$ cat src/hdl/idc_pkg.sv
// Package: register map, field positions and types of the idle domain control
package idc_pkg;

  localparam int unsigned IDC_ADDR_W = 4;
  localparam logic [IDC_ADDR_W-1:0] IDC_CFG_OFS  = 4'h0;
  localparam logic [IDC_ADDR_W-1:0] IDC_STAT_OFS = 4'h4;
  localparam logic [IDC_ADDR_W-1:0] IDC_CMD_OFS  = 4'h8;

  localparam int unsigned IDC_CPU_BIT    = 0;
  localparam int unsigned IDC_MPER_BIT   = 1;
  localparam int unsigned IDC_ICACHE_BIT = 2;
  localparam int unsigned IDC_PER_BIT    = 3;
  localparam int unsigned IDC_CLK_BIT    = 4;
  localparam int unsigned IDC_EMI_BIT    = 5;
  localparam int unsigned IDC_IOP_BIT    = 6;
  localparam int unsigned IDC_MEMP_BIT   = 7;
  localparam int unsigned IDC_INSP_BIT   = 8;
  localparam int unsigned IDC_CLKE_BIT   = 9;

  localparam logic [15:0] IDC_CFG_RST  = 16'h0000;
  localparam logic [15:0] IDC_CFG_MASK = 16'h03FF;
  // Bits that must accompany a clock generator idle
  localparam logic [15:0] IDC_CLK_REQ  = 16'h03E7;

  // Status bits of the command/status word
  localparam int unsigned IDC_ST_ERR_BIT  = 0;
  localparam int unsigned IDC_ST_IDLE_BIT = 1;

  typedef struct packed {
    logic clk_ext;
    logic instr_port;
    logic memory_port;
    logic io_port;
    logic ext_mem_if;
    logic clock_gen;
    logic periph;
    logic instr_cache;
    logic master_periph;
    logic cpu;
  } idc_dom_t;

  typedef enum logic [2:0] {
    IDC_RUN  = 3'b001,
    IDC_IDLE = 3'b010,
    IDC_ERR  = 3'b100
  } idc_state_t;

endpackage

$ cat src/hdl/idc_checker.sv
// Validity check of a clock generator idle request
`timescale 1ns/1ps
`default_nettype none
module idc_checker
  import idc_pkg::*;
(
  input  wire logic [15:0] cfg,
  output logic             bad
);

  function automatic logic clk_bad(input logic [15:0] c);
    return c[IDC_CLK_BIT] &&
           ((c & IDC_CLK_REQ) != IDC_CLK_REQ);
  endfunction

  assign bad = clk_bad(cfg);

endmodule
`default_nettype wire

$ cat src/hdl/idc_wb_slave.sv
// Classic Wishbone slave front end with single-cycle ack
`timescale 1ns/1ps
`default_nettype none
module idc_wb_slave
  import idc_pkg::*;
(
  input  wire logic                  clk,
  input  wire logic                  rst,
  input  wire logic                  wb_cyc_i,
  input  wire logic                  wb_stb_i,
  input  wire logic                  wb_we_i,
  input  wire logic [IDC_ADDR_W-1:0] wb_adr_i,
  input  wire logic [3:0]            wb_sel_i,
  output logic                       wb_ack_o,
  output logic                       wr_stb,
  output logic                       rd_stb,
  output logic [IDC_ADDR_W-1:0]      acc_adr,
  output logic [3:0]                 acc_sel
);

  logic ack_q;

  // Ack one cycle after request; drop right after so no double access
  always_ff @(posedge clk) begin
    if (rst) begin
      ack_q <= 1'b0;
    end else begin
      ack_q <= wb_cyc_i && wb_stb_i && !ack_q;
    end
  end

  assign wb_ack_o = ack_q;
  assign wr_stb   = ack_q && wb_cyc_i && wb_stb_i && wb_we_i;
  assign rd_stb   = ack_q && wb_cyc_i && wb_stb_i && !wb_we_i;
  assign acc_adr  = wb_adr_i;
  assign acc_sel  = wb_sel_i;

endmodule
`default_nettype wire

$ cat src/hdl/idle_domain_control.sv
// Idle domain control: config register, IDLE capture and domain disables
// Summary of operation
// - With the memory-side port bit set, IDLE disables the DMA/host port.
// - Bit 6 at reset 0 keeps the I/O port running, set disables it on IDLE.
// - Bit 5 at reset 0 keeps the memory interface, set disables it on IDLE.
// - Bit 4 resets to 0; with it and bit 9 clear the clock generator runs.
// - Bits 4 and 9 both set, with all needed domain bits, make IDLE stop the clock generator and clock.
// - Bit 4 set without bit 9 makes IDLE raise a bus error interrupt.
// - Clock idle with any needed domain bit clear raises a bus error.
// - Bit 9 is the read/write extended clock idle bit, reset 0.
// - Bit 8 idles the instruction port on IDLE when set.
// - Bit 7 is the memory-side port bit; clear keeps the port active.
// - Bits 2, 1, 0 idle instruction cache, master peripherals and CPU.
`timescale 1ns/1ps
`default_nettype none
module idle_domain_control
  import idc_pkg::*;
(
  input  wire logic                  clk,
  input  wire logic                  rst,
  input  wire logic                  wb_cyc_i,
  input  wire logic                  wb_stb_i,
  input  wire logic                  wb_we_i,
  input  wire logic [IDC_ADDR_W-1:0] wb_adr_i,
  input  wire logic [31:0]           wb_dat_i,
  input  wire logic [3:0]            wb_sel_i,
  output logic [31:0]                wb_dat_o,
  output logic                       wb_ack_o,
  input  wire logic                  idle_exec,
  input  wire logic                  wake,
  output idc_dom_t                   dom_disable,
  output logic                       sysclk_stop,
  output logic                       bus_err_irq
);

  ////////////////////////////////////////////////////////////////////
  logic                  wr_stb;
  logic [IDC_ADDR_W-1:0] acc_adr;
  logic [3:0]            acc_sel;
  logic [15:0]           cfg_q;
  logic [15:0]           cap_q;
  logic                  bad;
  logic                  err_q;
  logic [31:0]           dat_q;
  idc_state_t            state_q;

  idc_wb_slave u_wb (
    .clk      (clk),
    .rst      (rst),
    .wb_cyc_i (wb_cyc_i),
    .wb_stb_i (wb_stb_i),
    .wb_we_i  (wb_we_i),
    .wb_adr_i (wb_adr_i),
    .wb_sel_i (wb_sel_i),
    .wb_ack_o (wb_ack_o),
    .wr_stb   (wr_stb),
    .rd_stb   (),
    .acc_adr  (acc_adr),
    .acc_sel  (acc_sel)
  );

  idc_checker u_chk (
    .cfg (cfg_q),
    .bad (bad)
  );

  ////////////////////////////////////////////////////////////////////
  // Configuration register, bits 15..10 read as zero
  always_ff @(posedge clk) begin
    if (rst) begin
      cfg_q <= IDC_CFG_RST;
    end else if (wr_stb && acc_adr == IDC_CFG_OFS) begin
      if (acc_sel[0]) begin
        cfg_q[7:0] <= wb_dat_i[7:0] & IDC_CFG_MASK[7:0];
      end
      if (acc_sel[1]) begin
        cfg_q[15:8] <= wb_dat_i[15:8] & IDC_CFG_MASK[15:8];
      end
    end
  end

  ////////////////////////////////////////////////////////////////////
  // IDLE sequencing; invalid clock setups refuse the idle entirely
  always_ff @(posedge clk) begin
    if (rst) begin
      state_q <= IDC_RUN;
      cap_q   <= 16'h0000;
    end else begin
      case (state_q)
        IDC_RUN: begin
          if (idle_exec) begin
            if (bad) begin
              state_q <= IDC_ERR;
            end else begin
              cap_q   <= cfg_q;
              state_q <= IDC_IDLE;
            end
          end
        end
        IDC_IDLE: begin
          // Later config writes wait for the next IDLE
          if (wake) begin
            state_q <= IDC_RUN;
            cap_q   <= 16'h0000;
          end
        end
        IDC_ERR: begin
          state_q <= IDC_RUN;
        end
        default: begin
          state_q <= IDC_RUN;
        end
      endcase
    end
  end

  // Sticky error flag; a new error wins over a clear
  always_ff @(posedge clk) begin
    if (rst) begin
      err_q <= 1'b0;
    end else if (state_q == IDC_ERR) begin
      err_q <= 1'b1;
    end else if (wr_stb && acc_adr == IDC_CMD_OFS && acc_sel[0] &&
                 wb_dat_i[IDC_ST_ERR_BIT]) begin
      err_q <= 1'b0;
    end
  end

  assign bus_err_irq = err_q;

  ////////////////////////////////////////////////////////////////////
  // Domain disables from the captured copy
  always_comb begin
    dom_disable               = '0;
    dom_disable.cpu           = cap_q[IDC_CPU_BIT];
    dom_disable.master_periph = cap_q[IDC_MPER_BIT];
    dom_disable.instr_cache   = cap_q[IDC_ICACHE_BIT];
    dom_disable.periph        = cap_q[IDC_PER_BIT];
    dom_disable.clock_gen     = cap_q[IDC_CLK_BIT] &&
                                cap_q[IDC_CLKE_BIT];
    dom_disable.ext_mem_if    = cap_q[IDC_EMI_BIT];
    dom_disable.io_port       = cap_q[IDC_IOP_BIT];
    dom_disable.memory_port   = cap_q[IDC_MEMP_BIT];
    dom_disable.instr_port    = cap_q[IDC_INSP_BIT];
    dom_disable.clk_ext       = cap_q[IDC_CLKE_BIT];
  end

  assign sysclk_stop = dom_disable.clock_gen;

  ////////////////////////////////////////////////////////////////////
  // Read data registered from the request in the cycle before ack
  always_ff @(posedge clk) begin
    if (rst) begin
      dat_q <= 32'h00000000;
    end else if (wb_cyc_i && wb_stb_i && !wb_we_i && !wb_ack_o) begin
      case (wb_adr_i)
        IDC_CFG_OFS:  dat_q <= {16'h0000, cfg_q};
        IDC_STAT_OFS: dat_q <= {16'h0000, cap_q};
        IDC_CMD_OFS:  dat_q <= {30'h00000000,
                                state_q == IDC_IDLE, err_q};
        default:      dat_q <= 32'h00000000;
      endcase
    end
  end

  assign wb_dat_o = dat_q;

  ////////////////////////////////////////////////////////////////////
  cfg_reset_a: assert property (@(posedge clk)
    $past(rst) |-> cfg_q == IDC_CFG_RST)
    else $error("config not reset");

  clk_stop_a: assert property (@(posedge clk) disable iff (rst)
    sysclk_stop |-> cap_q[IDC_CLK_BIT] && cap_q[IDC_CLKE_BIT])
    else $error("clock stopped without both bits");

  clk_run_a: assert property (@(posedge clk) disable iff (rst)
    !cap_q[IDC_CLK_BIT] |-> !sysclk_stop)
    else $error("clock stopped with bit clear");

  mix_err_a: assert property (@(posedge clk) disable iff (rst)
    state_q == IDC_RUN && idle_exec && cfg_q[IDC_CLK_BIT] &&
    !cfg_q[IDC_CLKE_BIT] |=> ##1 bus_err_irq)
    else $error("mixed clock bits gave no error");

  dom_err_a: assert property (@(posedge clk) disable iff (rst)
    state_q == IDC_RUN && idle_exec && cfg_q[IDC_CLK_BIT] &&
    !cfg_q[IDC_MEMP_BIT] |=> state_q == IDC_ERR && !sysclk_stop)
    else $error("incomplete clock idle not refused");

  port_dis_a: assert property (@(posedge clk) disable iff (rst)
    state_q == IDC_RUN && idle_exec && !bad |=>
    dom_disable.memory_port == $past(cfg_q[IDC_MEMP_BIT]) &&
    dom_disable.io_port == $past(cfg_q[IDC_IOP_BIT]))
    else $error("port disable does not follow config");

  emi_dis_a: assert property (@(posedge clk) disable iff (rst)
    state_q == IDC_RUN && idle_exec && !bad |=>
    dom_disable.ext_mem_if == $past(cfg_q[IDC_EMI_BIT]) &&
    dom_disable.instr_port == $past(cfg_q[IDC_INSP_BIT]))
    else $error("interface disable does not follow config");

  low_dis_a: assert property (@(posedge clk) disable iff (rst)
    state_q == IDC_RUN && idle_exec && !bad |=>
    dom_disable.cpu == $past(cfg_q[IDC_CPU_BIT]) &&
    dom_disable.instr_cache == $past(cfg_q[IDC_ICACHE_BIT]))
    else $error("low domain disable does not follow config");

  hold_cap_a: assert property (@(posedge clk) disable iff (rst)
    state_q == IDC_IDLE && !wake |=> $stable(cap_q))
    else $error("captured config changed while idle");

  ack_pulse_a: assert property (@(posedge clk) disable iff (rst)
    wb_ack_o |=> !wb_ack_o)
    else $error("ack held longer than one cycle");

  clk_idle_a: assert property (@(posedge clk) disable iff (rst)
    state_q == IDC_RUN && idle_exec && !bad &&
    cfg_q[IDC_CLK_BIT] |=> sysclk_stop)
    else $error("valid clock idle did not stop the clock");

  err_no_dis_a: assert property (@(posedge clk) disable iff (rst)
    state_q == IDC_ERR |-> dom_disable == '0)
    else $error("domains disabled on a refused idle");

  err_hold_a: assert property (@(posedge clk) disable iff (rst)
    bus_err_irq && !(wr_stb && acc_adr == IDC_CMD_OFS) |=>
    bus_err_irq)
    else $error("bus error dropped without a clear");

  wake_clr_a: assert property (@(posedge clk) disable iff (rst)
    state_q == IDC_IDLE && wake |=>
    dom_disable == '0 && !sysclk_stop)
    else $error("domains still disabled after wake");

  wake_c: cover property (@(posedge clk) disable iff (rst)
    state_q == IDC_IDLE && wake);
  no_idle_c: cover property (@(posedge clk) disable iff (rst)
    !sysclk_stop throughout (state_q == IDC_IDLE) [*2]);
  stop_c: cover property (@(posedge clk) disable iff (rst)
    sysclk_stop);
  err_c: cover property (@(posedge clk) disable iff (rst)
    $rose(bus_err_irq));

endmodule
`default_nettype wire

$ cat config.mk
export PLATFORM = sky130hd
export DESIGN_NAME = idle_domain_control
export DESIGN_NICKNAME = d
export VERILOG_FILES = /design/src/hdl/idc_pkg.sv /design/src/hdl/idc_checker.sv /design/src/hdl/idc_wb_slave.sv /design/src/hdl/idle_domain_control.sv
export SDC_FILE = /design/constraint.sdc
export NUM_CORES = 1
export LEC_CHECK = 0
export ABC_AREA = 1
export BUFFER_PORTS_ARGS = -buffer_cell sky130_fd_sc_hd__buf_2
export CAP_MARGIN = 20
export CELL_PAD_IN_SITES_DETAIL_PLACEMENT = 1
export CELL_PAD_IN_SITES_GLOBAL_PLACEMENT = 1
export CORE_UTILIZATION = 23
export CTS_BUF_LIST = sky130_fd_sc_hd__clkbuf_4
export DETAILED_ROUTE_END_ITERATION = 8
export GPL_TIMING_DRIVEN = 0
export PLACE_DENSITY_LB_ADDON = 0.1
export SYNTH_ARGS = -nofsm -noshare
export SYNTH_HDL_FRONTEND = slang
export SYNTH_SLANG_ARGS = --single-unit
$ cat constraint.sdc
create_clock -name clk -period 1.41 [get_ports clk]
set_clock_uncertainty 0.05 [all_clocks]
set_input_delay 0.282 -clock clk [delete_from_list [all_inputs] [get_ports clk]]
set_output_delay 0.282 -clock clk [all_outputs]
set_load 0.01 [all_outputs]
==> flow_metrics.env <==
export IMPL_yosys_register_bits=35
export IMPL_grt_pass1_vias=1766
export IMPL_cellPowerDensity_nw_per_um2=999.0
export IMPL_grt_max_degree=11
export IMPL_synth_warnings=0
export IMPL_die_area_um2=8843
export IMPL_root_buffer="clkbuf_4"
export IMPL_synth_most_common_cell="nand2_1"
export IMPL_rows=33
export IMPL_outcome="complete, no violations"
export IMPL_totalWireLength_mm=5.150
export IMPL_reg2reg_depth=8
export IMPL_syn_inst=276
export IMPL_peakVddDrop_mv=0.3051
export IMPL_wl_per_cell_um=11.15
export IMPL_period_share_pct=96.66
export IMPL_grt_antenna_before_repair=0
export IMPL_yosys_area_top_type_share_pct=35.97
export IMPL_via_per_inst=4.006
export IMPL_min_period_ps=1363
export IMPL_yosys_area_top_type="dfxtp_1"
export IMPL_synthFlopType="dfxtp_1"
export IMPL_start_util_pct=23.71
export IMPL_clkSlewWorstSetupHoldPaths_ps=110
export IMPL_r2r_start="state_q[1]"
export IMPL_path_max_fanout=10
export IMPL_clkLatencyLatePin_ps=340
export IMPL_hold_class="in -> reg"
export IMPL_nFillCells=1080
export IMPL_crit_required_ps=1610
export IMPL_critPathCaptureType="flip-flop"
export IMPL_p_leak_nw=1.241
export IMPL_dp_cells=446
export IMPL_finalWeightedCongestion=0.7355
export IMPL_core_area_um2=8217
export IMPL_fin_nets=403
export IMPL_postRouteAntennaNets=0
export IMPL_drc_errors=0
export IMPL_cp_start_kind="flip-flop"
export IMPL_hold_viol=0
export IMPL_max_cap_viol_count=0
export IMPL_worstPathArrival_ps=1560
export IMPL_synthTopCellsByCount="78 x nand2_1, 35 x dfxtp_1, 32 x buf_4"
export IMPL_grt_pass1_wl_mm=8.418
export IMPL_cts_sinks=35
export IMPL_place_hpwl_mm=4.085
export IMPL_rsz0062_at_grt="yes"
export IMPL_setup_slack_ps=47.11
export IMPL_regToRegSetupSlack_ps=50
export IMPL_clockBufferDepth=2
export IMPL_port_buffers=44
export IMPL_synth_edf_count=0
export IMPL_synth_distinct_cells=27
export IMPL_cts_buffers=5
export IMPL_hold_end="cfg_q[1]"
export IMPL_min_from="wb_dat_i[1]"
export IMPL_criticalPathCategory="reg -> reg"
export IMPL_num_vias=1851
export IMPL_io_pins=92
export IMPL_async_flop_share_pct=0
export IMPL_cts_htree_levels=2
export IMPL_tightestPinTransition_ps=551.5
export IMPL_slew_viol_final=0
export IMPL_cts_hold_buf=0
export IMPL_whs_path_depth=3
export IMPL_overflow=0
export IMPL_die_x_um=94.04
export IMPL_fin_tns_setup_ps=0
export IMPL_r2r_end="cap_q[8]"
export IMPL_syn_to_final_growth_pct=31.98
export IMPL_diodes=0
export IMPL_drt_iter0_drc=47
export IMPL_cts_tree="done"
export IMPL_final_layout_size_suffix_gt1_share_pct=38.10
export IMPL_firstDrtPassIters=6
export IMPL_dpl_worst_slack_ps=-231.1
export IMPL_grt_usage_pct=12.59
export IMPL_fmax_mhz=733.7
export IMPL_netlist_area_um2=1948
export IMPL_synthTopCellsByArea="dfxtp_1 36%, nand2_1 15%, buf_4 12%"
export IMPL_die_height_um=94.04
export IMPL_seq_area_frac_synth_pct=35.97
export IMPL_final_instance_count_excl_fill=462
export IMPL_setup_viol=0
export IMPL_syn_avg_cell_area_um2=7.058
export IMPL_slew_headroom_pct=63.23
-- timing repair --
action / in CTS / in global routing
pin swaps: 2 / 3
setup endpoints to repair: 12 / 24
cloned: 0 / 0
gates resized for setup: 8 / 21
setup buffers: 5 / 5
-- metal layers --
metal / global-route usage [%] / part of all wire [%] / vias up
li1: - / - / 982
met5: 0 / 0 / -
met2: 20.01 / 46 / 40
met1: 16.63 / 50 / 825
met3: 2.913 / 3.7 / 4
met4: 4.231 / 0.41 / 0
-- where the power goes --
group / leakage [nW] / switching, mW / internal [mW]
Sequential: 0.288 / 0.0723 / 1.07
Combinational: 0.916 / 0.428 / 0.417
Clock: 0.0361 / 0.348 / 0.233
-- final cells by class --
type | instances | area, µm² | area share, %
Tap cell | 105 | 131.4 | 5.109
Clock buffer | 7 | 52.55 | 2.044
Inverter | 25 | 93.84 | 3.650
Clock inverter | 1 | 5.005 | 0.1946
Timing Repair Buffer | 54 | 305.3 | 11.87
Buffer | 39 | 301.5 | 11.73
Multi-Input combinational cell | 196 | 965.9 | 37.57
Sequential cell | 35 | 715.7 | 27.83
-- worst max-delay path by stage --
stage                   from  endpoint  cells past startpoint
2_1_floorplan  u_wb.wb_ack_o  cfg_q[1]                      6
3_3_place_gp        wb_cyc_i  cfg_q[2]                      7
3_5_place_dp        wb_cyc_i  cfg_q[2]                      7
4_1_cts             cfg_q[8]  cap_q[9]                      8
5_1_grt           state_q[0]  cap_q[8]                      8
6_report          state_q[1]  cap_q[8]                      8
-- sequential cells by signal (all words and copies together) (netlist names) --
register,cells
cap_q,10
cfg_q,10
wb_dat_o,10
state_q,3
bus_err_irq,1
u_wb.wb_ack_o,1
-- logic make-up (layout without fill, tap and decap cells) --
group | Yosys count | in the layout | share of synthesized area, %
buf+inv | 66 | 126 | 20.42
compound gates | 42 | 42 | 12.46
other cells | 1 | 22 | 0.1925
flops | 35 | 35 | 35.97
simple gates | 132 | 132 | 30.96
-- cells in the final DEF (no fill, tap or decap), types with 6 or more instances in the layout --
cell type,count
nand2_1,76
buf_2,44
buf_4,40
dfxtp_1,27
a21oi_1,22
conb_1,22
inv_1,21
nor2_1,19
nand3_1,12
o21ai_0,10
a21oi_2,8
clkbuf_4,8
dfxtp_2,6
-- critical path, cell delays in order, from the launching register on --
cell     delay (ps)
dfxtp_1         430
nor2_1           80
nand3_2          90
nand2_2         110
nor2_8          190
buf_12          160
nand3_2          60
nand2_1          60
nor2_1           40
-- metrics by stage --
stage	hold slack, ps	cell area (µm²)	utilization, %	total power [mW]
4_1_cts	138.8	2494	30.35	2.596
5_1_grt	139.7	2571	31.29	2.767
3_3_place_gp	403.4	2379	28.95	1.941
2_1_floorplan	394.5	2027	-	1.754
6_report	156.7	2571	31.29	2.569
3_5_place_dp	410.2	2379	28.95	1.948
(Power assumes the default switching activity.)
